===== config.mk =====
export PLATFORM = sky130hd
export DESIGN_NAME = rff_core
export DESIGN_NICKNAME = d
export VERILOG_FILES = /design/src/rtl/rff_pkg.sv /design/src/rtl/rff_alu_if.sv /design/src/rtl/rff_alu.sv /design/src/rtl/rff_core.sv
export SDC_FILE = /design/constraint.sdc
export NUM_CORES = 1
export LEC_CHECK = 0
export ABC_AREA = 1
export BUFFER_PORTS_ARGS = -buffer_cell sky130_fd_sc_hd__buf_2
export CORE_MARGIN = 2
export CORE_UTILIZATION = 35
export DETAILED_ROUTE_END_ITERATION = 12
export HOLD_SLACK_MARGIN = 0.15
export SYNTH_ARGS = -nofsm -noshare
export SYNTH_HDL_FRONTEND = slang
export SYNTH_SLANG_ARGS = --single-unit

===== constraint.sdc =====
create_clock -name ref_clk -period 1.1 [get_ports ref_clk]
set_input_delay 0.11 -clock ref_clk [delete_from_list [all_inputs] [get_ports ref_clk]]
set_output_delay 0.11 -clock ref_clk [all_outputs]
set_load 0.05 [all_outputs]

===== src/rtl/rff_pkg.sv =====
// Purpose: Shared constants, types and helpers for the rotate/fill file datapath
// Assumes: 8-bit file registers, 4-bit bank number, 16-bit instruction words
// Notes: Opcode and access-bank split values are named here once; the core's assertions repeat the fill opcode and the split as literals

package rff_pkg;

	// ----------------------------------------------------------------
	// Widths
	// ----------------------------------------------------------------
	localparam int DATA_W = 8; // File register width
	localparam int ADDR_W = 8; // File address field width
	localparam int BANK_W = 4; // Bank number width
	localparam int FULL_ADDR_W = BANK_W + ADDR_W; // Bank plus offset

	// ----------------------------------------------------------------
	// Encodings and values
	// ----------------------------------------------------------------
	localparam logic [6:0] FILL_OPC = 7'h34; // Upper seven bits 0110 100
	localparam logic [5:0] ROT_OPC = 6'h10; // Upper six bits 0100 00
	localparam logic [DATA_W-1:0] FILL_VALUE = 8'hFF; // Fill pattern
	localparam logic [ADDR_W-1:0] ACC_SPLIT = 8'h80; // Access bank low/high split
	localparam logic [BANK_W-1:0] ACC_LO_BANK = 4'h0; // Bank of low access half
	localparam logic [BANK_W-1:0] ACC_HI_BANK = 4'hF; // Bank of high access half
	localparam logic [DATA_W-1:0] W_RESET = 8'h00; // Working register after reset
	localparam logic [FULL_ADDR_W-1:0] ADDR_RESET = 12'h000; // Address bus after reset
	localparam int PHASES = 4; // Phases per instruction cycle

	// ----------------------------------------------------------------
	// Types
	// ----------------------------------------------------------------
	typedef enum logic [3:0] {
		RFF_Q1 = 4'b0001, // Decode
		RFF_Q2 = 4'b0010, // Read file register
		RFF_Q3 = 4'b0100, // Process data
		RFF_Q4 = 4'b1000 // Write destination
	} rff_phase_t;

	typedef enum logic [2:0] {
		RFF_OP_NONE = 3'b001, // Not one of ours
		RFF_OP_ROT = 3'b010, // Rotate right, carry untouched
		RFF_OP_FILL = 3'b100 // Fill with ones
	} rff_op_t;

	// ----------------------------------------------------------------
	// Helpers
	// ----------------------------------------------------------------
	// Classify an instruction word
	function automatic rff_op_t rff_decode(input logic [15:0] word);
		rff_op_t op;
		op = RFF_OP_NONE;
		if (word[15:9] == FILL_OPC) begin
			op = RFF_OP_FILL;
		end else if (word[15:10] == ROT_OPC) begin
			op = RFF_OP_ROT;
		end
		return op;
	endfunction : rff_decode

	// Full data address from bank-select bit, offset and bank value
	function automatic logic [FULL_ADDR_W-1:0] rff_eff_addr(input logic bank_sel,
		input logic [ADDR_W-1:0] f, input logic [BANK_W-1:0] bank);
		logic [BANK_W-1:0] b;
		b = bank;
		if (!bank_sel) begin
			b = (f < ACC_SPLIT) ? ACC_LO_BANK : ACC_HI_BANK;
		end
		return {b, f};
	endfunction : rff_eff_addr

endpackage : rff_pkg


===== src/rtl/rff_alu_if.sv =====
// Purpose: Carrier between the sequencer and the rotate/fill data unit
// Assumes: Purely combinational exchange on the core clock
// Notes: The core supplies operation and operand, the unit returns result

`timescale 1ns/1ps
`default_nettype none

interface rff_alu_if;
	import rff_pkg::*;
	rff_op_t op; // Operation in flight
	logic [DATA_W-1:0] src; // Operand read from the file register
	logic [DATA_W-1:0] result; // Computed value
	logic status_we; // Request to update status flags

	modport core (output op, output src, input result, input status_we);
	modport alu (input op, input src, output result, output status_we);
endinterface : rff_alu_if

`default_nettype wire


===== src/rtl/rff_alu.sv =====
// Purpose: Data unit computing rotate-right and fill results
// Assumes: Operand already latched by the core during the read phase
// Notes: Combinational; the core registers its outputs in the process phase

`timescale 1ns/1ps
`default_nettype none

module rff_alu
	import rff_pkg::*;
(
	rff_alu_if.alu bus // Operation in, result out
);

	// ----------------------------------------------------------------
	// Result and flag request
	// ----------------------------------------------------------------
	// Neither operation touches the flags, carry included
	always_comb begin
		bus.status_we = 1'b0;
		case (bus.op)
			RFF_OP_ROT: begin
				bus.result = {bus.src[0], bus.src[DATA_W-1:1]};
			end
			RFF_OP_FILL: begin
				bus.result = FILL_VALUE;
			end
			default: begin
				bus.result = bus.src; // Harmless pass-through
			end
		endcase
	end

endmodule : rff_alu

`default_nettype wire


===== src/rtl/rff_core.sv =====
// Purpose: Four-phase execution of the rotate-right and fill file instructions
// Assumes: File memory answers a read combinationally within one clock
// Notes: One phase per clock; each instruction takes four clocks

`timescale 1ns/1ps
`default_nettype none

module rff_core
	import rff_pkg::*;
(
	input wire logic ref_clk, // Core clock, 250 MHz
	input wire logic reset_n, // Synchronous reset, active low
	input wire logic [15:0] instr_word, // Instruction word from fetch
	input wire logic instr_valid, // Word valid, sampled in Q1
	input wire logic [BANK_W-1:0] bank_select_value, // Current bank number
	input wire logic [DATA_W-1:0] file_rd_data, // Read data from file memory
	output logic [FULL_ADDR_W-1:0] file_addr, // Full data address
	output logic file_rd_en, // Read strobe during Q2
	output logic file_wr_en, // Write strobe during Q4
	output logic [DATA_W-1:0] file_wr_data, // Write data during Q4
	output logic [DATA_W-1:0] w_reg, // Working register
	output logic status_wr, // Status flag update strobe
	output logic [3:0] phase, // Current phase, one-hot
	output logic done // Instruction retires, high in Q4
);

	// ----------------------------------------------------------------
	// State
	// ----------------------------------------------------------------
	rff_phase_t phase_q, phase_d; // Phase sequencer
	rff_op_t op_q, op_d; // Operation being executed
	logic [15:0] ir_q, ir_d; // Captured instruction
	logic [FULL_ADDR_W-1:0] addr_q, addr_d; // Effective address
	logic rd_en_q, rd_en_d; // Read strobe
	logic wr_en_q, wr_en_d; // Write strobe
	logic [DATA_W-1:0] wr_data_q, wr_data_d; // Write data
	logic [DATA_W-1:0] data_q, data_d; // Operand latch
	logic [DATA_W-1:0] w_q, w_d; // Working register
	logic status_q, status_d; // Status update strobe
	logic done_q, done_d; // Retire flag
	rff_op_t dec_op; // Decode of the incoming word

	rff_alu_if alu_bus (); // Link to the data unit

	// ----------------------------------------------------------------
	// Data unit
	// ----------------------------------------------------------------
	assign alu_bus.op = op_q;
	assign alu_bus.src = data_q;

	rff_alu u_alu (
		.bus (alu_bus)
	);

	// ----------------------------------------------------------------
	// Next-state logic
	// ----------------------------------------------------------------
	// Phases always run so the core keeps a fixed cycle cadence
	always_comb begin
		phase_d = phase_q;
		op_d = op_q;
		ir_d = ir_q;
		addr_d = addr_q;
		rd_en_d = rd_en_q;
		wr_en_d = wr_en_q;
		wr_data_d = wr_data_q;
		data_d = data_q;
		w_d = w_q;
		status_d = status_q;
		done_d = done_q;
		dec_op = rff_decode(instr_word);
		case (phase_q)
			RFF_Q1: begin // Decode
				phase_d = RFF_Q2;
				wr_en_d = 1'b0;
				done_d = 1'b0;
				status_d = 1'b0;
				if (instr_valid) begin
					op_d = dec_op;
					ir_d = instr_word;
					// Offset is taken unsigned, bank from a-bit
					addr_d = rff_eff_addr(instr_word[8], instr_word[7:0],
						bank_select_value);
					rd_en_d = (dec_op != RFF_OP_NONE);
				end else begin
					op_d = RFF_OP_NONE; // Bubble
					rd_en_d = 1'b0;
				end
			end
			RFF_Q2: begin // Read file register
				phase_d = RFF_Q3;
				rd_en_d = 1'b0;
				data_d = file_rd_data;
			end
			RFF_Q3: begin // Process; destination registered for Q4
				phase_d = RFF_Q4;
				if (op_q != RFF_OP_NONE) begin
					done_d = 1'b1; // Retire pulse stands in Q4 only
					status_d = alu_bus.status_we;
					if (op_q == RFF_OP_ROT && !ir_q[9]) begin
						w_d = alu_bus.result;
					end else begin
						// Fill always targets the file register
						wr_en_d = 1'b1;
						wr_data_d = alu_bus.result;
					end
				end
			end
			RFF_Q4: begin // Write destination
				phase_d = RFF_Q1;
				// Drop Q4 strobes here, else they linger into the next decode
				wr_en_d = 1'b0;
				done_d = 1'b0;
				status_d = 1'b0;
			end
			default: begin
				// Illegal code: resynchronise to decode
				phase_d = RFF_Q1;
				wr_en_d = 1'b0;
				rd_en_d = 1'b0;
			end
		endcase
	end

	// ----------------------------------------------------------------
	// Registers
	// ----------------------------------------------------------------
	always_ff @(posedge ref_clk) begin
		if (!reset_n) begin
			phase_q <= RFF_Q1;
			op_q <= RFF_OP_NONE;
			ir_q <= 16'h0000;
			addr_q <= ADDR_RESET;
			rd_en_q <= 1'b0;
			wr_en_q <= 1'b0;
			wr_data_q <= 8'h00;
			data_q <= 8'h00;
			w_q <= W_RESET;
			status_q <= 1'b0;
			done_q <= 1'b0;
		end else begin
			phase_q <= phase_d;
			op_q <= op_d;
			ir_q <= ir_d;
			addr_q <= addr_d;
			rd_en_q <= rd_en_d;
			wr_en_q <= wr_en_d;
			wr_data_q <= wr_data_d;
			data_q <= data_d;
			w_q <= w_d;
			status_q <= status_d;
			done_q <= done_d;
		end
	end

	// ----------------------------------------------------------------
	// Outputs, each straight from a flop
	// ----------------------------------------------------------------
	assign file_addr = addr_q;
	assign file_rd_en = rd_en_q;
	assign file_wr_en = wr_en_q;
	assign file_wr_data = wr_data_q;
	assign w_reg = w_q;
	assign status_wr = status_q;
	assign phase = phase_q;
	assign done = done_q;
endmodule : rff_core

`default_nettype wire


# Word level (Yosys, flattened, before mapping)
# Index checks and enable logic that the tools add are counted.
[word_totals]
ff_bits = 57
latchBits = 0
mem_bits_rw = 0
romBits = 0
out_inout_bits = 36
wordCells = 52
memories = 0
[classes]
n_addsub = 0
mul = 0
n_div = 0
magnitude_cmp = 1
eq_ne = 12
shift = 0
mux = 16
bitwise_logic = 2
n_reduce_logical = 10
[op_table]
columns = ["operator", "count"]
rows = [
  ["8-bit case mux with 2 select lines", 1],
  ["4-bit case mux with 3 select lines", 1],
  ["3-bit AND reduction", 3],
  ["8-bit less-than comparator (second input constant)", 1],
  ["4-bit two-way mux", 2],
  ["1-bit case mux with 2 select lines", 4],
  ["7-bit by 6-bit equality test with 1-bit output (second input constant)", 1],
  ["6-bit by 5-bit equality test with 1-bit output (second input constant)", 1],
  ["3-bit two-way mux", 2],
  ["3-bit by 1-bit != test with 1-bit output (second input constant)", 2],
  ["1-bit two-way mux", 5],
  ["4-bit by 1-bit equality test with 1-bit output (second input constant)", 1],
  ["4-bit by 2-bit equality test with 1-bit output (second input constant)", 1],
  ["4-bit by 3-bit equality test with 1-bit output (second input constant)", 1],
  ["4-bit equality test (second input constant)", 1],
  ["2-bit != test (second input constant)", 2],
  ["2-bit AND reduction", 2],
  ["2-bit OR reduction", 2],
  ["3-bit by 2-bit equality test with 1-bit output (second input constant)", 1],
  ["3-bit equality test (second input constant)", 1],
  ["2-bit two-way mux", 1],
  ["1-bit inverter", 2],
  ["2-bit nonzero test", 1],
  ["1-bit logical AND", 1],
  ["1-bit logical NOT", 1],
]

# Logic depth before layout (Yosys ltp)
# Gate-level depths: netlist (run 1).
[logic_depth]
ltp_word = 6
mapped_depth = 8
ltp_nobuf = 8

# Modules after synthesis
# Synthesis (run 1) repeated with hierarchy kept, for this count alone.
[unflattened]
cells_unflattened = 365
area_unflattened_um2 = 2338.5
[modules_own_cells]
columns = ["mod", "instances", "cells_per_inst", "area_per_inst_um2"]
rows = [
  ["rff_core", 1, 319, 2129.5],
  ["rff_alu", 1, 46, 209.0],
]

# Least setup slack after synthesis (run 1)
# Ideal clock, no wire load.
[synth_timing]
path_type = "flip-flop to flip-flop"
startpoint = "register phase_q[0] (netlist: phase[0])"
endpoint = "register addr_q[11] (netlist: file_addr[11])"
arrival_time_ns = 1.399
slack_ns = -0.431
path_stages_with_launch = 7
n_path_buf = 1
cell_sequence = "dfxtp_1 > inv_1 > nor2_1 > nand3_2 > clkbuf_1 > nand2_1 > a21oi_1"
[synth_between]
elab_chain_cells = 2
[synth_lines]
columns = ["element", "line", "source"]
rows = [
  ["from (decl)", "rff_core.sv:30", "rff_phase_t phase_q, phase_d;"],
  ["from (signal assigned)", "rff_core.sv:142", "phase_q <= phase_d;"],
  ["4-bit by 1-bit equality test with 1-bit output", "rff_core.sv:72", "case (phase_q)"],
  ["2-bit AND reduction (no source line)", "n/a", ""],
  ["to (signal assigned)", "rff_core.sv:145", "addr_q <= addr_d;"],
  ["to (decl)", "rff_core.sv:33", "logic [FULL_ADDR_W-1:0] addr_q, addr_d;"],
]
# No other way between the ends.
# A chain may end at the register's enable or synchronous reset.

# Worst setup path after layout (run 1)
[layout_timing]
startpoint = "register phase_q[3] (netlist: phase[3])"
endpoint = "register ir_q[5]"
[layout_between]
elab_chain_cells = 2
[layout_lines]
columns = ["element", "line", "source"]
rows = [
  ["4-bit by 1-bit equality test with 1-bit output", "rff_core.sv:72", ""],
  ["2-bit AND reduction (no source line)", "n/a", ""],
  ["to (signal assigned)", "rff_core.sv:144", "ir_q <= ir_d;"],
  ["to (decl)", "rff_core.sv:32", "logic [15:0] ir_q, ir_d;"],
]
# No other way between the ends.

==> results of run 1 <==
-- synth_stat cells --
master,n,area (µm²)
buf_4,9,67.56
buf_2,5,25.02
nor2_4,2,22.52
inv_2,1,3.750
nand3_2,2,20.02
nand3_1,22,110.1
a21oi_1,25,125.1
nor2_1,52,195.2
nand4_1,1,6.260
conb_1,1,3.750
o21ai_0,17,85.08
clkbuf_1,4,15.01
nand2_1,83,311.6
dfxtp_1,47,940.9
inv_1,36,135.1
nand3_4,2,35.03
o21a_1,1,7.510
nand2_2,1,6.260
clkinv_1,1,3.750
buf_6,2,22.52
-- cells by family after synthesis --
kind of cell	synth area share, %
AO/OA/AOI/OAI	10.16
buffers and inverters	12.73
flip-flops	43.93
other	0.1751
AND/OR/NAND/NOR	33.00
-- where the power goes --
group          internal (W)  switching [W]
Clock              0.000736       0.000568
Combinational      0.000483       0.000758
Sequential          0.00182      0.0000942
Total               0.00304        0.00142
-- through the flow --
stage	worst slack, ns	hold WS [ns]
final	-0.08546	0.1732
after global routing	-0.1764	0.1719
after CTS	-0.07609	0.1541
after detailed placement	-0.09993	0.3606
after global placement	-0.1356	0.3567
after floorplan	-0.08107	0.2527
-- cell type report --
type / instances / area share, %
Multi-Input combinational cell: 210 / 35.46
Timing Repair Buffer: 111 / 24.21
Clock inverter: 2 / 1.067
Inverter: 38 / 4.575
Clock buffer: 6 / 2.516
Sequential cell: 47 / 29.32
Tap cell: 75 / 2.859
-- metal layers --
| metal | vias to the layer above | track usage (%) | routed length [µm] | share of wire (%) |
|---|---|---|---|---|
| met3 | 4 | 4.457 | 276 | 5.1 |
| met1 | 971 | 20.34 | 2474 | 46 |
| met5 | - | 0 | 0 | 0 |
| met4 | 0 | 3.833 | 34 | 0.63 |
| li1 | 1167 | - | - | - |
| met2 | 53 | 27.66 | 2597 | 48 |
-- worst max-delay path, cell delays in order (launching register included) --
cell and delay [ns]:
dfxtp_4 0.37, nor2_4 0.16, nand3_4 0.15, inv_6 0.12, clkbuf_16 0.15, nand2_4 0.04, a21oi_2 0.13
-- worst paths after layout --
| path | from | endpoint | depth (start not counted) |
|---|---|---|---|
| hold reg to reg | alu_bus.src[7] | alu_bus.src[7] | 2 |
| setup reg to reg | phase[3] | ir_q[5] | 6 |
| setup / recovery | phase[3] | ir_q[5] | 6 |
| hold / removal | bank_select_value[1] | file_addr[9] | 5 |
-- what timing repair did --
action	CTS	global route
pin swaps	10	21
setup endpoints to repair	39	43
gates resized for setup	19	57
hold endpoints to repair	22	0
cloned	1	1
setup buffers	0	3
hold buffers	21	0
==> impl_results.md, run 1 <==
- Syn Std Cell Area: 2142 µm²
- DIE HEIGHT: 82.23 µm
- CP endpoint kind: flip-flop
- Post-synth cell types: 20
- Peak VDD IR: 0.0006917 V
- Die area: 6762 µm²
- Ys Warns: 0
- Max H-tree Level: 2
- Critical-path maximum fanout: 6
- DR vias: around 2200
- Mean Syn Cell Area: between 6 and 7 µm²
- Number of flip-flops under the largest register name: 9
- Vias in the first global route: between 2000 and 2500
- Post-detailed-route via-to-cell ratio: 4.489
- Hpwl dp: approximately 3600 µm
- Port Buf Inserts: 65
- Count of pins over their slew limit: 0
- Max Buffers Root-to-Sink: 2
- Final Cycle Share: 107.8%
- Worst skew pair latency: 0.30 ns
- Final Cell Area: 3282 µm²
- Congestion Overflow GR: 0
- Root buffer cell: clkbuf_8
- DRT iter0 DRCs: 66
- Commonest cells after routing, fill and taps aside: nand2_1, buf_2, nor2_1
- Crit path arrival time: 1.42 ns
- Final net count: 444
- Startpoint type of the worst setup path: flip-flop
- Reg2Reg Setup Slack: -0.09 ns
- # IOs: 67
- Final ANT Viol Nets: 0
- Area occupied by multi-input gates: ~1200 µm²
- Register area: just under 1000 µm²
- Register with the highest flop count: ir_q
- Max-cap violations: 0
- Placed cell areas: 2651 µm²
- Final core utilization: 55.43%
- Clock sink count: 47
- Fill count: 571
- Initial antenna violation count: 0
- Share of cells above drive strength 1: 38.41%
- Layout Cells excl Fill: approximately 490
- First-pass GRT wire length: 8652 µm
- Status: finished, violations left
- Pre-antenna DRT Iters: 4
- Post-Syn Instances: 314
- Worst Hold Class: in2reg
- # rows: 28
- Register area share after synthesis: 43.93%
- FMAX: 0.8436 GHz
- Chip Width: 82.23 µm
- Worst clock skew: 0.009547 ns
- Final setup fails: 33
- WL final: 5383 µm
- Final Power: 0.004455 W
- Unrepaired setup endpoints after global routing: true
- DP Cell Count: 455
- Starting Density: 36.18%
- GRT Total Usage: 16.25%
- TritonCTS clock tree: done
- Antenna diode count: 0
- Count of final hold-check violations: 0
- WS Path Type: reg2reg
- TNS Setup: -1.498 ns
- Layout Area Growth over Synthesis: 53.21%
- Syn_nets: around 350
- Post-route DRC: 0
- Pwr/cell area: 1357 nW/µm²
- Worst-path clk slew: 0.09 ns
- TritonCTS Buffers: 5
- Leak: 1.646 nW
- Core region area: just under 6000 µm²
- Final setup margin: -0.08546 ns
- Largest net degree at the start of global routing: 20
- Data required time of the worst path: 1.34 ns
- Tmin final: between 1 and 1.5 ns
- Most common cell after layout, fill and taps aside: nand2_1
- Routed WL per cell: 11.01 µm
- Failing checks: negative setup slack
- Final RePlAce weighted congestion: 0.8044
- Yosys reg bits: 47
(Power assumes the default switching activity.)
==> run 2: changes to the inputs <==
- ABC_AREA: 1 -> not set
- CORE_UTILIZATION: 35 -> 45
- CTS_BUF_LIST: not set -> sky130_fd_sc_hd__clkbuf_4
- PLACE_DENSITY: not set -> 0.75
==> run 2 against run 1 <==
The flow still finishes with violations (negative setup slack). Global-route usage grew 12 points. Final cell count down 15%. Largest cell class unchanged. Critical path depth down 2. Critical path type unchanged.
==> impl_results.md, run 2 <==
- WHS Endpoint: ir_q[4] (was file_addr[9])
- Count of final hold-check violations: 0 (unchanged)
- Post-detailed-route via-to-cell ratio: 5.986 (was 4.489)
- Logic pwr share: 33.0% (was 27.8%)
- First-pass GRT wire length: 11560 µm (was 8652 µm)
- Crit path cell chain: or4b_4 > buf_6 > o311ai_1 > o21ai_1 (was nor2_4 > nand3_4 > inv_6 > clkbuf_16 > nand2_4 > a21oi_2)
- DIE HEIGHT: 71.65 µm (was 82.23 µm)
- Top cells by count, synth: dfxtp_1, nand2_1, a21oi_1 (was nand2_1, nor2_1, dfxtp_1)
- Routed WL per cell: 20.69 µm (was 11.01 µm)
- Final setup margin: -0.5926 ns (was -0.08546 ns)
- Pre-CTS setup slack: -0.7056 ns (was -0.09993 ns)
- Reg2Reg Setup Slack: -0.59 ns (was -0.09 ns)
- Pre-antenna DRT Iters: 4 (unchanged)
- Final Cycle Share: 153.9% (was 107.8%)
- Share of cells above drive strength 1: 61.88% (was 38.41%)
- Async SR Flop Fraction: 0% (unchanged)
- Initial antenna violation count: 0 (unchanged)
- Clock share of power: 27.8% (was 29.3%)
- Slowest library cell on the worst path: or4b_4 (was dfxtp_4)
- Unrepaired setup endpoints after global routing: true (unchanged)
- Max Buffers Root-to-Sink: 2 (unchanged)
- Reg2Reg Depth: 4 (was 6)
- Worst skew pair latency: 0.38 ns (was 0.30 ns)
- Post-synth cell types: 43 (was 20)
- Vias in the first global route: 2368 (was 2013)
- Top post-synthesis cells by area: dfxtp_1, a21oi_1, nand2_1, o221ai_1, buf_4 (was dfxtp_1, nand2_1, nor2_1, inv_1, a21oi_1)
- WS Path Type: reg2reg (unchanged)
- DRT iter0 DRCs: 219 (was 66)
- Mean Syn Cell Area: 8.801 µm² (was 6.822 µm²)
- Die area: 5134 µm² (was 6762 µm²)
- Pwr/cell area: 1220 nW/µm² (was 1357 nW/µm²)
- Status: finished, violations left (unchanged)
- RR Startpoint: phase[0] (was phase[3])
- Chip Width: 71.65 µm (was 82.23 µm)
- Most common cell after layout, fill and taps aside: buf_4 (was nand2_1)
- Syn_nets: 265 (was 345)
- Worst Hold Class: in2reg (unchanged)
- Net Switching: 0.001497 W (was 0.001419 W)
- Cell taking the most area after synthesis: dfxtp_1 (unchanged)
- Max H-tree Level: 2 (unchanged)
- Largest net degree at the start of global routing: 28 (was 20)
- Crit path max-delay family: simple AND/OR/NAND/NOR gates (was flip-flops)
- Count leader, synth: dfxtp_1 (was nand2_1)
- Syn Std Cell Area: 2059 µm² (was 2142 µm²)
- Data required time of the worst path: 1.36 ns (was 1.34 ns)
- CP peak stage delay: 0.56 ns (was 0.37 ns)
- Clock sink count: 47 (unchanged)
- Share of the synthesized area in the top cell type: 45.69% (was 43.93%)
- # rows: 24 (was 28)
- Ys Warns: 0 (unchanged)
- TNS Setup: -23.32 ns (was -1.498 ns)
- Yosys reg bits: 47 (unchanged)
- GRT Total Usage: 28.69% (was 16.25%)
- Critical-path maximum fanout: 10 (was 6)
- Tmin final: 1.693 ns (was 1.185 ns)
- Worst hold path stage count: 4 (was 5)
- Layout Area Growth over Synthesis: 88.46% (was 53.21%)
- Port Buf Inserts: 65 (unchanged)
- DR vias: 2478 (was 2195)
- Rel. slew slack: 54.18%
- Worst path bufs/invs: 1 (was 2)
- EDFF count, synth: 0 (unchanged)
- Int Pwr: 0.003237 W (was 0.003036 W)
- Congestion Overflow GR: 0 (unchanged)
- CP endpoint kind: flip-flop (unchanged)
- Max-cap violations: 0 (unchanged)
- Register area share after synthesis: 45.69% (was 43.93%)
- Startpoint type of the worst setup path: flip-flop (unchanged)
- Leak: 1.554 nW (was 1.646 nW)
- Starting Density: 46.97% (was 36.18%)
- Most used flip-flop cell after synthesis: dfxtp_1 (unchanged)
- WL final: 8567 µm (was 5383 µm)
- Crit path arrival time: 1.96 ns (was 1.42 ns)
- Reg-to-reg endpoint: file_wr_data[5] (was ir_q[5])
- # IOs: 67 (unchanged)
- Number of flip-flops under the largest register name: 9 (unchanged)
- Actual slew at the worst max-slew pin: 0.6865 ns
- Final net count: 392 (was 444)
- Worst hold start: instr_valid (was bank_select_value[1])
- Worst clock skew: 0.008116 ns (was 0.009547 ns)
- Commonest cells after routing, fill and taps aside: buf_4, dfxtp_1, buf_2 (was nand2_1, buf_2, nor2_1)
- Peak VDD IR: 0.001322 V (was 0.0006917 V)
- TritonCTS Buffers: 5 (unchanged)
- Failing checks: negative setup slack (unchanged)
- Post-route DRC: 0 (unchanged)
- Register with the highest flop count: ir_q (unchanged)
- FMAX: 0.5908 GHz (was 0.8436 GHz)
- Final ANT Viol Nets: 0 (unchanged)
- Sequential Power Share: 39.2% (was 42.9%)
- Core region area: 4384 µm² (was 5921 µm²)
- TritonCTS clock tree: done (unchanged)
- Root buffer cell: clkbuf_4 (was clkbuf_8)
- Hpwl dp: 3558 µm (was 3566 µm)
- Final setup fails: 53 (was 33)
- Final core utilization: 88.53% (was 55.43%)
- Switch share: 31.63% (was 31.86%)
- Antenna diode count: 0 (unchanged)
- Worst-path clk slew: 0.15 ns (was 0.09 ns)
- Post-Syn Instances: 234 (was 314)
- Count of pins over their slew limit: 0 (unchanged)
- Final RePlAce weighted congestion: 0.8297 (was 0.8044)
[run 2: routing by layer]
metal,up-vias,GRT usage (%),wire length [µm]
li1,1120,-,-
met1,1193,36.45,3306
met2,136,48.87,4376
met3,29,6.048,634
met4,0,8.805,250
met5,-,0,0
[run 2: power by group through the flow]
stage	Combinational, W	Clock, W	Sequential, W
global route	0.00163	0.00138	0.00186
floorplan	0.000450	0	0.00199
finish	0.00156	0.00131	0.00186
global placement	0.000796	0	0.00185
CTS	0.00129	0.00129	0.00183
detailed placement	0.000806	0	0.00186
[run 2: worst reg2reg max path: stages (launching register included)]
cell	delay (ns)
dfxtp_4	0.37
or4b_4	0.56
buf_6	0.19
o311ai_1	0.33
o21ai_1	0.13
[run 2: what timing repair did]
| action | in CTS | in global routing |
|---|---|---|
| endpoints found under the setup margin | 68 | 68 |
| pin swaps | 27 | 17 |
| hold endpoints to repair | 23 | 0 |
| gates resized for setup | 125 | 75 |
| buffers inserted | 14 | 8 |
| hold buffers | 26 | 0 |
| gates cloned | 4 | 0 |
[run 2: cell type report]
cell class                      instances  area (µm²)
Multi-Input combinational cell        156        1413
Timing Repair Buffer                  148        1319
Sequential cell                        47       968.4
Fill cell                             179       503.0
Clock inverter                          3       67.56
Tap cell                               52       65.06
Clock buffer                            5       37.54
Inverter                                3       11.26
[run 2: how the worst max path moves through the flow]
| stage | from | cells after the start | slack, ns | end |
|---|---|---|---|---|
| final | phase[0] | 4 | -0.59 | file_wr_data[5] |
| after global routing | phase[0] | 4 | -0.66 | file_wr_data[5] |
| after CTS | phase[0] | 3 | -0.48 | file_wr_data[1] |
| after detailed placement | phase[0] | 3 | -0.71 | file_wr_data[3] |
| after global placement | phase[0] | 3 | -0.66 | file_wr_data[3] |
| after floorplan | phase[0] | 5 | -0.77 | file_wr_data[0] |
[run 2: cells by family after synthesis]
logic type / after synthesis / share of synthesized area [%]
AOI/OAI and AO/OA: 76 / 23.57
xor gates and xnor gates: 2 / 0.8507
buffers and inverters: 32 / 8.080
DFF: 47 / 45.69
muxes: 4 / 1.944
other: 1 / 0.1821
and+or+nand+nor: 72 / 19.68
[run 2: through the flow]
stage                     instances  total power [W]  hold slack (ns)  instance area, µm²
after floorplan                 234         0.002436           0.2460                2092
after global placement          354         0.002649           0.3547                2559
after detailed placement        354         0.002662           0.3598                2559
after CTS                       406         0.004414           0.1593                3518
after global routing            414         0.004872           0.1772                3881
final                           414         0.004734           0.1750                3881
==> run 3: changes to the inputs <==
- clock period: 1.1 -> 1.5 ns (I/O delays scaled with it)
==> run 3 against run 2 <==
The run still ends with negative setup slack left. Final cell count shrank 8.7%. Register-to-register slack better by 0.47 ns. Critical path depth fell by 1. Count of clock-buffer cells in the layout did not move. Non-clock buffer count down 35. Global-route usage down 6.6 points. Sequential power shrank 27%. Total power decreased by 41%. Highest routed layer unchanged.
==> impl_results.md, run 3 (same netlist as run 2, synthesis figures left out) <==
- Fill count: 343 (was 179)
- Register area: 959.7 µm² (was 968.4 µm²)
- FMAX: 0.6145 GHz (was 0.5908 GHz)
- Share of cells above drive strength 1: 41.72% (was 61.88%)
- Rel. slew slack: 66.12% (was 54.18%)
- RR Startpoint: phase[3] (was phase[0])
- CP endpoint kind: flip-flop (unchanged)
- TNS Setup: -1.260 ns (was -23.32 ns)
- Reg2Reg Depth: 3 (was 4)
- Max H-tree Level: 2 (unchanged)
- GRT Total Usage: 22.06% (was 28.69%)
- Pre-antenna DRT Iters: 4 (unchanged)
- Max-cap violations: 0 (unchanged)
- Worst hold path stage count: 3 (was 4)
- Final Cycle Share: 108.5% (was 153.9%)
- Commonest cells after routing, fill and taps aside: buf_2, dfxtp_1, nand2_1, dlygate4sd3_1, a21oi_1 (was buf_4, dfxtp_1, buf_2)
- Die area: 5134 µm² (unchanged)
- Area occupied by multi-input gates: 1116 µm² (was 1413 µm²)
- Most common cell after layout, fill and taps aside: buf_2 (was buf_4)
- Layout Area Growth over Synthesis: 47.08% (was 88.46%)
- WS Path Type: reg2reg (unchanged)
- Starting Density: 46.97% (unchanged)
- Peak VDD IR: 0.0006106 V (was 0.001322 V)
- Final RePlAce weighted congestion: 0.7769 (was 0.8297)
- Startpoint type of the worst setup path: flip-flop (unchanged)
- Port Buf Inserts: 65 (unchanged)
- Reg2Reg Setup Slack: -0.13 ns (was -0.59 ns)
- Chip Width: 71.65 µm (unchanged)
- Failing checks: negative setup slack (unchanged)
- Tmin final: 1.627 ns (was 1.693 ns)
- Register with the highest flop count: ir_q (unchanged)
- Core region area: 4384 µm² (unchanged)
- Crit path arrival time: 1.92 ns (was 1.96 ns)
- Antenna diode count: 0 (unchanged)
- Final setup fails: 24 (was 53)
- Leak: 1.262 nW (was 1.554 nW)
- Largest net degree at the start of global routing: 28 (unchanged)
- Setup bufs post-CTS: 0 (was 14)
- DRT iter0 DRCs: 137 (was 219)
- Worst hold start: instr_word[8] (was instr_valid)
- WL final: 5682 µm (was 8567 µm)
- Vias in the first global route: 1960 (was 2368)
- Worst-path clk slew: 0.14 ns (was 0.15 ns)
- Unrepaired setup endpoints after global routing: true (unchanged)
- WHS Endpoint: file_addr[9] (was ir_q[4])
- Actual slew at the worst max-slew pin: 0.5013 ns (was 0.6865 ns)
- Final Cell Area: 3029 µm² (was 3881 µm²)
- Worst Hold Class: in2reg (unchanged)
- Pwr/cell area: 921.4 nW/µm² (was 1220 nW/µm²)
- DR vias: 2104 (was 2478)
- Congestion Overflow GR: 0 (unchanged)
- Data required time of the worst path: 1.79 ns (was 1.36 ns)
- Root buffer cell: clkbuf_4 (unchanged)
- # rows: 24 (unchanged)
- # IOs: 67 (unchanged)
- Worst clock skew: 0.007492 ns (was 0.008116 ns)
- Uppermost layer routed: met4 (unchanged)
- CP peak stage delay: 0.53 ns (was 0.56 ns)
- TritonCTS clock tree: done (unchanged)
- Final setup margin: -0.1274 ns (was -0.5926 ns)
- First-pass GRT wire length: 8990 µm (was 11560 µm)
- Max Buffers Root-to-Sink: 2 (unchanged)
- Clock sink count: 47 (unchanged)
- Initial antenna violation count: 0 (unchanged)
- Worst skew pair latency: 0.35 ns (was 0.38 ns)
- Critical-path maximum fanout: 8 (was 10)
- Slowest library cell on the worst path: or4b_4 (unchanged)
- DIE HEIGHT: 71.65 µm (unchanged)
- Hpwl dp: 3486 µm (was 3558 µm)
- Status: finished, violations left (unchanged)
- TritonCTS Buffers: 5 (unchanged)
- Placed cell areas: 2491 µm² (was 2559 µm²)
- Number of flip-flops under the largest register name: 9 (unchanged)
- Count of pins over their slew limit: 0 (unchanged)
- Final net count: 356 (was 392)
- Count of final hold-check violations: 0 (unchanged)
- Wire length on met1: 2582 µm (was 3306 µm)
- Post-route DRC: 0 (unchanged)
- Routed wl met3: 331 µm (was 634 µm)
- Reg-to-reg endpoint: file_wr_data[1] (was file_wr_data[5])
- Met2 WL: 2711 µm (was 4376 µm)
- Final ANT Viol Nets: 0 (unchanged)
- Post-detailed-route via-to-cell ratio: 5.566 (was 5.986)
- Routed WL per cell: 15.03 µm (was 20.69 µm)
- Crit path cell chain: or4b_4 > or4_4 > o21ai_1 (was or4b_4 > buf_6 > o311ai_1 > o21ai_1)
==> run 3: cell types whose count changed in the layout (fill, tap and decap cells not counted), sizes merged <==
cell         previous run  this run
buf                   121        86
clkinv                  1         3
bufinv                  2         1
clkbuf                  6         5
clkinvlp                1         0
dlygate4sd3            26        27
or4b                    8         7
==> run 3: worst max-delay path by stage <==
stage	from	end
CTS	phase[3]	file_wr_data[1]
global route	phase[3]	file_wr_data[1]
global placement	phase[0]	file_wr_data[3]
finish	phase[3]	file_wr_data[1]
floorplan	phase[0]	file_wr_data[0]
detailed placement	phase[0]	file_wr_data[1]
==> run 3: stage by stage <==
stage	worst slack, ns	utilization [%]	hold slack, ns	power (W)	std cells
4_1_cts	-0.09382	66.38	0.1842	0.002760	378
5_1_grt	-0.1565	69.09	0.1906	0.002910	378
3_5_place_dp	-0.2866	56.82	0.3954	0.001928	342
3_3_place_gp	-0.2582	56.82	0.3935	0.001920	342
2_1_floorplan	-0.3743	-	0.2860	0.001783	234
6_report	-0.1274	69.09	0.2184	0.002791	378
==> run 3: worst max-delay path, delay by kind of cell (launching register included) <==
| kind | cells | cell delay (ns) |
|---|---|---|
| AOI/OAI and AO/OA | 1 | 0.18 |
| DFF | 1 | 0.36 |
| and+or+nand+nor | 2 | 1.02 |
==> run 3: final cells by class <==
class                   instances  share of cell area [%]
clock buffers                   5                   1.239
well taps                      52                   2.148
flip-flops and latches         47                   31.68
multi-input cells             155                   36.84
repair buffers                113                   26.44
inverters                       3                  0.3717
clock inverters                 3                   1.280
==> run 3: report_power, final <==
part	total [W]	internal (W)	switching (W)
Combinational	0.000708	0.000272	0.000436
Clock	0.000738	0.000343	0.000394
Sequential	0.00135	0.00131	0.0000397
Total	0.00279	0.00192	0.000870
==> run 3: routing by layer <==
layer  global-route usage (%)  vias up
met1                    29.95      985
li1                         -     1042
met4                    6.289        0
met5                        0        -
met2                    34.88       71
met3                    5.626        6
==> run 3: repair_timing <==
item | in CTS | in global routing
endpoints found under the setup margin | 42 | 33
hold buffers | 27 | 0
pin swaps | 8 | 0
gates resized for setup | 29 | 24
endpoints found under the hold margin | 23 | 0
cloned | 1 | 0
